File: src/inc/cmq_consts.svh
// Offsets, field positions, reset values and sizes of the egress queue and AQM block
`ifndef CMQ_CONSTS_SVH
`define CMQ_CONSTS_SVH

`define CMQ_NUM_QUEUES 8
`define CMQ_QUEUE_DEPTH 16
`define CMQ_PTR_W 5
`define CMQ_MIN_QUEUES 4'h2
`define CMQ_MAX_QUEUES 4'h8
`define CMQ_PRIO_MSB 7
`define CMQ_PRIO_LSB 5

`define CMQ_NUM_FLOWS 4
`define CMQ_ADDR_W 8
`define CMQ_REG_CTRL 8'h00
`define CMQ_REG_AQM_CFG 8'h04
`define CMQ_REG_SLEEP 8'h08
`define CMQ_REG_STATUS 8'h0C
`define CMQ_REG_DROPS 8'h10

`define CMQ_CTRL_RESET 4'h8
`define CMQ_DISABLE_RESET 4'h0
`define CMQ_PROV_OFF_RESET 4'h0
`define CMQ_BE_NRT_RESET 4'hF
`define CMQ_CFG_DIS_LSB 0
`define CMQ_CFG_PROV_LSB 4
`define CMQ_CFG_BE_LSB 8

`define CMQ_AQM_RATE_SHIFT 4
`define CMQ_AQM_TARGET 16'h0010
`define CMQ_AQM_STEP 8'h04
`define CMQ_LFSR_SEED 16'hACE1

`endif

File: src/inc/cmq_pkg.sv
// Types shared by the egress queue and AQM block
package cmq_pkg;

  typedef struct packed {
    logic [31:0] data;
    logic sop;
    logic eop;
    logic hasHdr;
    logic [7:0] extValue;
  } ds_beat_s;

  typedef struct packed {
    logic [31:0] data;
    logic sop;
    logic eop;
    logic [2:0] queue;
  } ds_out_s;

  typedef struct packed {
    logic valid;
    logic [1:0] flow;
    logic [15:0] depthBytes;
  } aqm_arrival_s;

  typedef struct packed {
    logic valid;
    logic drop;
    logic [1:0] flow;
  } aqm_decision_s;

  typedef enum logic {OUT_IDLE, OUT_SEND} out_state_e;

endpackage : cmq_pkg

File: src/rtl/cm_priority_queue_aqm.sv
// Downstream strict-priority egress queues and per-flow upstream AQM control
//
// Local design decisions: the plain strobed port and the address map.
`timescale 1ns/100ps
`default_nettype none
`include "cmq_consts.svh"

// How it works
// - Traffic priority is the top three bits of the extended header value field.
// - At least two egress queues exist for the customer premises port.
// - Each packet's egress queue comes from its header priority.
// - A packet without the extended header is treated as priority zero.
// - Never start a lower queue's packet while a higher queue holds one; the code only defers to a higher queue that holds a whole packet.
// - Queues are numbered by rising priority, zero lowest, seven highest.
// - Two, three and four queue configurations map priorities per the fixed table.
// - Five to eight queue configurations map priorities per the fixed table.
// - AQM stays on for best-effort and polling flows unless provisioned off.
// - Each upstream flow has its own AQM state, uncoupled from others.
// - A per-flow control turns AQM off for that flow alone.
// - AQM is off on all flows while in light sleep mode.
// - Leaving light sleep re-enables AQM from the initial state.
// - Each arrival gets a latency estimate fed to an enqueue-or-drop control law.
module cm_priority_queue_aqm
  import cmq_pkg::*;
(
  input wire logic mclk,
  input wire logic arst_n,
  input wire ds_beat_s inBeat,
  input wire logic inValid,
  output logic inReady,
  output ds_out_s outBeat,
  output logic outValid,
  input wire logic outReady,
  input wire aqm_arrival_s aqmIn,
  output aqm_decision_s aqmDec,
  input wire logic [`CMQ_ADDR_W-1:0] regAddr,
  input wire logic [31:0] regWdata,
  input wire logic regWr,
  input wire logic regRd,
  output logic [31:0] regRdata
);

  localparam int NQ = `CMQ_NUM_QUEUES;
  localparam int DEPTH = `CMQ_QUEUE_DEPTH;
  localparam int NF = `CMQ_NUM_FLOWS;

  function automatic logic [2:0] mapPrio(input logic [2:0] p, input logic [3:0] n);
    logic [2:0] q;
    q = 3'h0;
    unique case (n)
      4'h2: q = {2'h0, p[2]};
      4'h3: q = (p < 3'h4) ? 3'h0 : ((p < 3'h6) ? 3'h1 : 3'h2);
      4'h4: q = {1'b0, p[2:1]};
      4'h5: q = (p < 3'h4) ? {2'h0, p[1]} :
                ((p == 3'h4) ? 3'h2 : ((p == 3'h5) ? 3'h3 : 3'h4));
      4'h6: q = (p < 3'h2) ? 3'h0 : ((p == 3'h7) ? 3'h5 : 3'(p - 3'h1));
      4'h7: q = (p == 3'h0) ? 3'h0 : 3'(p - 3'h1);
      default: q = p;
    endcase
    return q;
  endfunction : mapPrio

  ////////////////////////////////////////////////////////////////////////////////
  // Two-entry input buffer: a stall at the queues never drops a beat

  ds_beat_s buf0, buf1, next_buf0, next_buf1;
  logic buf0Valid, buf1Valid, next_buf0Valid, next_buf1Valid;
  logic bufPop;

  assign inReady = !buf1Valid;

  always_comb begin
    next_buf0 = buf0;
    next_buf1 = buf1;
    next_buf0Valid = buf0Valid;
    next_buf1Valid = buf1Valid;
    if (bufPop) begin
      next_buf0 = buf1;
      next_buf0Valid = buf1Valid;
      next_buf1Valid = 1'b0;
    end
    if (inValid && inReady) begin
      if (!next_buf0Valid) begin
        next_buf0 = inBeat;
        next_buf0Valid = 1'b1;
      end else begin
        next_buf1 = inBeat;
        next_buf1Valid = 1'b1;
      end
    end
  end

  always_ff @(posedge mclk or negedge arst_n) begin
    if (!arst_n) begin
      buf0 <= '0;
      buf1 <= '0;
      buf0Valid <= 1'b0;
      buf1Valid <= 1'b0;
    end else begin
      buf0 <= next_buf0;
      buf1 <= next_buf1;
      buf0Valid <= next_buf0Valid;
      buf1Valid <= next_buf1Valid;
    end
  end

  ////////////////////////////////////////////////////////////////////////////////
  // Queue selection and storage

  logic [3:0] numQueues;
  logic [2:0] beatPrio, curQ, heldQ, next_heldQ;
  logic [32:0] qMem [NQ][DEPTH];
  logic [`CMQ_PTR_W-1:0] wrPtr [NQ], rdPtr [NQ], pktCnt [NQ];
  logic [`CMQ_PTR_W-1:0] next_wrPtr [NQ], next_rdPtr [NQ], next_pktCnt [NQ];
  logic [NQ-1:0] qFull, pending;
  logic enq, deq, deqEop;
  logic [2:0] outQ, next_outQ, pickQ;
  logic [32:0] deqWord;
  out_state_e outState, next_outState;
  ds_out_s next_outBeat;
  logic next_outValid, outLoad, pickFound;

  // Header-less beats carry priority zero
  assign beatPrio = buf0.hasHdr ? buf0.extValue[`CMQ_PRIO_MSB:`CMQ_PRIO_LSB] : 3'h0;
  assign curQ = buf0.sop ? mapPrio(beatPrio, numQueues) : heldQ;
  assign enq = buf0Valid && !qFull[curQ];
  assign bufPop = enq;
  assign next_heldQ = (enq && buf0.sop) ? curQ : heldQ;

  for (genvar g = 0; g < NQ; g++) begin : g_queue
    assign qFull[g] = (wrPtr[g] - rdPtr[g]) == `CMQ_PTR_W'(DEPTH);
    assign pending[g] = pktCnt[g] != '0;
  end

  // Highest queue with a whole packet wins
  always_comb begin
    pickQ = 3'h0;
    pickFound = 1'b0;
    for (int i = 0; i < NQ; i++) begin
      if (pending[i]) begin
        pickQ = 3'(i);
        pickFound = 1'b1;
      end
    end
  end

  assign outLoad = !outValid || outReady;
  assign next_outQ = (outState == OUT_IDLE) ? pickQ : outQ;
  assign deq = outLoad && ((outState == OUT_SEND) || pickFound);
  assign deqWord = qMem[next_outQ][rdPtr[next_outQ][`CMQ_PTR_W-2:0]];
  assign deqEop = deq && deqWord[0];

  always_comb begin
    for (int i = 0; i < NQ; i++) begin
      next_wrPtr[i] = wrPtr[i];
      next_rdPtr[i] = rdPtr[i];
      next_pktCnt[i] = pktCnt[i];
      if (enq && curQ == 3'(i)) begin
        next_wrPtr[i] = wrPtr[i] + 1'b1;
      end
      if (deq && next_outQ == 3'(i)) begin
        next_rdPtr[i] = rdPtr[i] + 1'b1;
      end
      if (enq && buf0.eop && curQ == 3'(i)) begin
        next_pktCnt[i] = next_pktCnt[i] + 1'b1;
      end
      if (deqEop && next_outQ == 3'(i)) begin
        next_pktCnt[i] = next_pktCnt[i] - 1'b1;
      end
    end
    next_outState = outState;
    if (deq) begin
      next_outState = deqEop ? OUT_IDLE : OUT_SEND;
    end
    next_outBeat = outBeat;
    next_outValid = outValid;
    if (outLoad) begin
      next_outValid = deq;
      if (deq) begin
        next_outBeat.data = deqWord[32:1];
        next_outBeat.eop = deqWord[0];
        next_outBeat.sop = outState == OUT_IDLE;
        next_outBeat.queue = next_outQ;
      end
    end
  end

  // Storage has no reset; only pointers decide what is valid
  always_ff @(posedge mclk) begin
    if (enq) begin
      qMem[curQ][wrPtr[curQ][`CMQ_PTR_W-2:0]] <= {buf0.data, buf0.eop};
    end
  end

  always_ff @(posedge mclk or negedge arst_n) begin
    if (!arst_n) begin
      for (int i = 0; i < NQ; i++) begin
        wrPtr[i] <= '0;
        rdPtr[i] <= '0;
        pktCnt[i] <= '0;
      end
      heldQ <= 3'h0;
      outQ <= 3'h0;
      outState <= OUT_IDLE;
      outBeat <= '0;
      outValid <= 1'b0;
    end else begin
      wrPtr <= next_wrPtr;
      rdPtr <= next_rdPtr;
      pktCnt <= next_pktCnt;
      heldQ <= next_heldQ;
      outQ <= next_outQ;
      outState <= next_outState;
      outBeat <= next_outBeat;
      outValid <= next_outValid;
    end
  end

  ////////////////////////////////////////////////////////////////////////////////
  // Upstream AQM, one independent state per flow

  logic [NF-1:0] flowDisable, provOff, beNrt, aqmActive;
  logic lightSleep;
  logic [7:0] prob [NF], next_prob [NF];
  logic [15:0] lfsr, next_lfsr, latEst, drops, next_drops;
  aqm_decision_s next_aqmDec;

  assign aqmActive = beNrt & ~provOff & ~flowDisable & {NF{!lightSleep}};
  assign latEst = aqmIn.depthBytes >> `CMQ_AQM_RATE_SHIFT;
  assign next_lfsr = {lfsr[14:0], lfsr[15] ^ lfsr[13] ^ lfsr[12] ^ lfsr[10]};

  always_comb begin
    for (int f = 0; f < NF; f++) begin
      next_prob[f] = prob[f];
      if (!aqmActive[f]) begin
        next_prob[f] = 8'h00;
      end else if (aqmIn.valid && aqmIn.flow == 2'(f)) begin
        if (latEst > `CMQ_AQM_TARGET) begin
          next_prob[f] = (prob[f] > 8'hFF - `CMQ_AQM_STEP) ? 8'hFF : prob[f] + `CMQ_AQM_STEP;
        end else begin
          next_prob[f] = (prob[f] < `CMQ_AQM_STEP) ? 8'h00 : prob[f] - `CMQ_AQM_STEP;
        end
      end
    end
    next_aqmDec.valid = aqmIn.valid;
    next_aqmDec.flow = aqmIn.flow;
    next_aqmDec.drop = aqmIn.valid && aqmActive[aqmIn.flow]
                       && (prob[aqmIn.flow] > lfsr[7:0]);
    next_drops = drops + {15'h0, next_aqmDec.drop};
  end

  always_ff @(posedge mclk or negedge arst_n) begin
    if (!arst_n) begin
      for (int f = 0; f < NF; f++) begin
        prob[f] <= 8'h00;
      end
      lfsr <= `CMQ_LFSR_SEED;
      aqmDec <= '0;
      drops <= 16'h0000;
    end else begin
      prob <= next_prob;
      lfsr <= next_lfsr;
      aqmDec <= next_aqmDec;
      drops <= next_drops;
    end
  end

  ////////////////////////////////////////////////////////////////////////////////
  // Register port

  logic [3:0] next_numQueues;
  logic [NF-1:0] next_flowDisable, next_provOff, next_beNrt;
  logic next_lightSleep;
  logic [31:0] next_regRdata;

  always_comb begin
    next_numQueues = numQueues;
    next_flowDisable = flowDisable;
    next_provOff = provOff;
    next_beNrt = beNrt;
    next_lightSleep = lightSleep;
    if (regWr) begin
      unique case (regAddr)
        `CMQ_REG_CTRL: begin
          // Clamped so the queue count never falls below two
          next_numQueues = (regWdata[3:0] < `CMQ_MIN_QUEUES) ? `CMQ_MIN_QUEUES :
                           ((regWdata[3:0] > `CMQ_MAX_QUEUES) ? `CMQ_MAX_QUEUES : regWdata[3:0]);
        end
        `CMQ_REG_AQM_CFG: begin
          next_flowDisable = regWdata[`CMQ_CFG_DIS_LSB +: NF];
          next_provOff = regWdata[`CMQ_CFG_PROV_LSB +: NF];
          next_beNrt = regWdata[`CMQ_CFG_BE_LSB +: NF];
        end
        `CMQ_REG_SLEEP: next_lightSleep = regWdata[0];
        default: ;
      endcase
    end
    next_regRdata = 32'h0000_0000;
    if (regRd) begin
      unique case (regAddr)
        `CMQ_REG_CTRL: next_regRdata = {28'h0, numQueues};
        `CMQ_REG_AQM_CFG: next_regRdata = {20'h0, beNrt, provOff, flowDisable};
        `CMQ_REG_SLEEP: next_regRdata = {31'h0, lightSleep};
        `CMQ_REG_STATUS: next_regRdata = {20'h0, aqmActive, pending};
        `CMQ_REG_DROPS: next_regRdata = {16'h0, drops};
        default: next_regRdata = 32'h0000_0000;
      endcase
    end
  end

  always_ff @(posedge mclk or negedge arst_n) begin
    if (!arst_n) begin
      numQueues <= `CMQ_CTRL_RESET;
      flowDisable <= `CMQ_DISABLE_RESET;
      provOff <= `CMQ_PROV_OFF_RESET;
      beNrt <= `CMQ_BE_NRT_RESET;
      lightSleep <= 1'b0;
      regRdata <= 32'h0000_0000;
    end else begin
      numQueues <= next_numQueues;
      flowDisable <= next_flowDisable;
      provOff <= next_provOff;
      beNrt <= next_beNrt;
      lightSleep <= next_lightSleep;
      regRdata <= next_regRdata;
    end
  end
endmodule : cm_priority_queue_aqm
`default_nettype wire

File: config.mk
export PLATFORM = sky130hd
export DESIGN_NAME = cm_priority_queue_aqm
export DESIGN_NICKNAME = d
export VERILOG_FILES = /design/src/inc/cmq_pkg.sv /design/src/rtl/cm_priority_queue_aqm.sv
export VERILOG_INCLUDE_DIRS = /design/src /design/src/inc
export SDC_FILE = /design/constraint.sdc
export NUM_CORES = 2
export LEC_CHECK = 0
export CAP_MARGIN = 40
export CORE_MARGIN = 8
export CORE_UTILIZATION = 40
export CTS_CLUSTER_SIZE = 25
export DETAILED_ROUTE_END_ITERATION = 12
export DONT_BUFFER_PORTS = 1
export PLACE_DENSITY = 0.59
export SLEW_MARGIN = 20
export SYNTH_ARGS = -nofsm -noshare
export SYNTH_HDL_FRONTEND = slang
export SYNTH_MEMORY_MAX_BITS = 65536
export SYNTH_SLANG_ARGS = --single-unit
File: constraint.sdc
create_clock -name mclk -period 6.4 [get_ports mclk]
set_clock_uncertainty 0.05 [all_clocks]
set_input_delay 1.6 -clock mclk [delete_from_list [all_inputs] [get_ports mclk]]
set_output_delay 1.6 -clock mclk [all_outputs]
set_load 0.01 [all_outputs]
==> summary.md <==
| Metric | Value |
|---|---|
| Total standard cell area after synthesis | `182000 um^2` |
| YS warnings | `0` |
| Total GRT Usage | `23.9%` |
| Dominant delay contributor by cell family on the critical path | `compound AO/OA/AOI/OAI gates` |
| Maximum number of pins on one net before global-route repair | `341` |
| Post-synthesis average cell area | `14.8 um^2` |
| IR drop worst, VDD | `0.307 mV` |
| Post-synth top cells | `edfxtp_1, nand2_1, nand3_1, clkbuf_1, a222oi_1` |
| Max_slew headroom | `22.5%` |
| DRC violation total after the first TritonRoute iteration | `between 15000 and 20000` |
| Master cell of the clock root buffer | `clkbuf_16` |
| Crit path time final | `about 6000 ps` |
| Count of input and output buffers | `0` |
| Power share of the sequential group | `42.9%` |
| Clock insertion delay at the later pin of the skew report | `1050 ps` |
| Flip-flop and latch count after synthesis | `4564` |
| Switch share | `between 30% and 40%` |
| Post-CTS setup buffer count | `0` |
| Final hold violation count | `0` |
| Number of gates resized after CTS | `0` |
| Run status | `finished, final reports clean` |
| Fraction of synthesized cell area taken by the top area cell type | `~70%` |
| Launch instance of the worst min-delay path | `lfsr[8]` |
| Worst slew pin tran | `around 1200 ps` |
| Fraction of the cycle the final worst path needs | `between 90% and 100%` |
| Final weighted congestion in routability-driven placement | `0.831` |
| Register-to-register path setup slack | `about 370 ps` |
| Vert. Die Dim | `slightly below 700 um` |
| Fmax | `166 MHz` |
| Core area | `453000 um^2` |
| Finished Core Util | `46.3%` |
| Dpl ws | `448 ps` |
| Leak | `~0.08 uW` |
| Count of pins over their slew limit | `0` |
| Area enclosed by the die boundary | `476000 um^2` |
| Number of antenna violations at the first check in global routing | `28` |
| RSZ-0062 raised after global routing | `no` |
| DP Wirelength | `around 340000 um` |
| Count of cells along the worst hold path | `0` |
| Via/cell ratio | `6.08` |
| Sort of element at the start of the critical path | `register` |
| Most instantiated flip-flop cell in the synthesis netlist | `edfxtp_1` |
| Number of clock sinks | `about 4600` |
| Comb pwr share | `22.0%` |
| Critical path class | `reg -> reg` |
| Clock slew seen by the registers of the worst setup and hold paths | `60 ps` |
| Cell at the slowest stage of the critical path | `o32ai_1` |
| R2R depth | `16` |
| Total I/O pin count | `between 150 and 200` |
| Final sum of negative setup slack | `0 ps` |
| Cell row count | `247` |
| Max capacitance violation total | `0` |
| DRC | `0` |
| Buf+Inv Stages, Crit Path | `5` |
| Relative contribution of the clock network to total power | `35.1%` |
| Worst path most repeated cell | `buf_4` |
| Area contributors post-synth | `edfxtp_1, nand2_1, dfrtp_1` |
| Largest fanout of any net on the critical path | `27` |
| Sequential element share of the synthesized area | `about three quarters` |
| Clock Tree Buf Depth | `4` |
| Number of cells produced by synthesis | `12300` |
| Post-synth ARST share | `under 10%` |
| Fraction of layout cells with a size suffix above 1 | `13.7%` |
| Number of flops mapped to enable cells by yosys | `4224` |
| Setup slack of the critical path after layout | `372 ps` |
| Endpoint with the worst hold slack | `lfsr[9]` |
| Most frequent cell after synthesis | `edfxtp_1` |
| Critical Path AT | `6860 ps` |
| First-pass GRT wire length | `834000 um` |
| Crit path capture type | `register` |
| CP max stage delay | `about 700 ps` |
| Post-route ant nets | `0` |
| Library cells used by synthesis | `102` |
| Routed WL | `597000 um` |
| Final setup violation count | `0` |
| Routed vias | `115000` |
| Area growth from synthesis to layout | `15.3%` |
| Number of global-route vias before repair | `108000` |
| Yosys top cell by area | `edfxtp_1` |
| Class of the tightest hold or removal check | `reg -> reg` |
| # H-tree levels | `5` |
| TritonCTS buffer count | `461` |
| Clock tree from TritonCTS | `done` |
| Ordered list of cells on the worst path | `inv_1, ha_1, or4b_1, a21o_1, o21ai_2, buf_4, nand2_4, inv_8, a311oi_4, buf_4, a31o_2, nor2_1, buf_4, nand2_1, o32ai_1, and3b_1` |
| Int Power | `about 52000 uW` |
| Reg2Reg Launch Point | `pktCnt[15]` |
| Endpoint of the worst register-to-register path | `outBeat[18]` |
| Cell area power density | `365 nW/um^2` |
| GRT Residual Overflow | `0` |
| Filler Cell Count | `~40000` |
| Hold bufs inserted after CTS | `0` |
| Die extent in x | `690 um` |
| Net count reported at finish | `12800` |
| Worst EP required | `7230 ps` |
| Routed wirelength normalized by instance count | `31.5 um` |
| Pre-Repair DR Iteration Count | `10` |
| Initial cell density of the core | `between 40% and 50%` |
| Switching Power | `around 24000 uW` |
through the flow:
| stage | std cells | power [uW] | hold WS (ps) | cell area (um^2) |
|---|---|---|---|---|
| after floorplan | 12300 | 41100 | 281 | 182000 |
| after global placement | 18000 | 49700 | 284 | 194000 |
| after detailed placement | 18100 | 49800 | 287 | 194000 |
| after CTS | 18900 | 76400 | 213 | 209000 |
| after global routing | 18900 | 78300 | 265 | 210000 |
| final | 18900 | 76500 | 297 | 210000 |
power groups by stage:
stage | sequential (uW) | combinational [uW] | clock (uW)
global placement | 33400 | 16300 | 0
detailed placement | 33400 | 16400 | 0
global route | 32900 | 17200 | 28200
finish | 32800 | 16800 | 26900
floorplan | 33100 | 8060 | 0
CTS | 32800 | 16500 | 27100
routing by layer:
layer,vias to the layer above,wire [um],global-route usage [%]
met3,988,67300,5.67
met4,2,25100,8.78
met2,6396,269000,37.2
li1,48500,-,-
met5,-,11,0
met1,59300,236000,32.8
state kept, by name, indices dropped and copies added, names as in the netlist, 16 cells and up:
name	cells
lfsr	16
prob	28
buf1	38
outBeat	37
pktCnt	40
wrPtr	40
regRdata	16
buf0	38
rdPtr	40
qMem	4224
drops	16
placed cells by master, fill, tap and decap left out, types with 193 or more instances in the layout:
master	instances
nand3_1	699
mux2_2	209
a21oi_1	268
dfrtp_1	294
buf_4	425
mux2i_1	399
nand2_1	2288
buf_12	193
o21ai_0	243
edfxtp_1	4224
a311oi_1	205
a222oi_1	415
clkbuf_16	465
worst max-delay path by stage:
stage                from            to  slack (ps)  cells past startpoint
2_1_floorplan     buf0[7]  qMem[4][429]         930                     18
3_3_place_gp   pktCnt[25]   outBeat[28]         140                     14
3_5_place_dp   pktCnt[10]   outBeat[31]         450                     17
4_1_cts        pktCnt[10]   outBeat[31]         440                     17
5_1_grt        pktCnt[10]    outBeat[7]         140                     17
6_report       pktCnt[15]   outBeat[18]         370                     16
layout make-up:
class	count	area, um^2	share of cell area (%)
Sequential cell	4564	135000	64.6
Multi-Input combinational cell	6797	43600	20.8
Clock buffer	599	12300	5.89
Timing Repair Buffer	650	7650	3.65
Tap cell	5976	7480	3.57
Clock inverter	251	2580	1.23
Inverter	93	372	0.177
Antenna cell	18	45.0	0.0215
cell families after synthesis:
group           Yosys count  share of synthesized area, %
fa+ha+maj                96                         0.661
xor+xnor                172                         0.829
flops                  4564                          74.5
compound gates         2105                          9.04
mux                     632                          3.78
simple gates           3776                          9.00
buf+inv                 951                          2.24
other cells               1                       0.00206
Note: power is estimated with default switching activity, not from simulation.
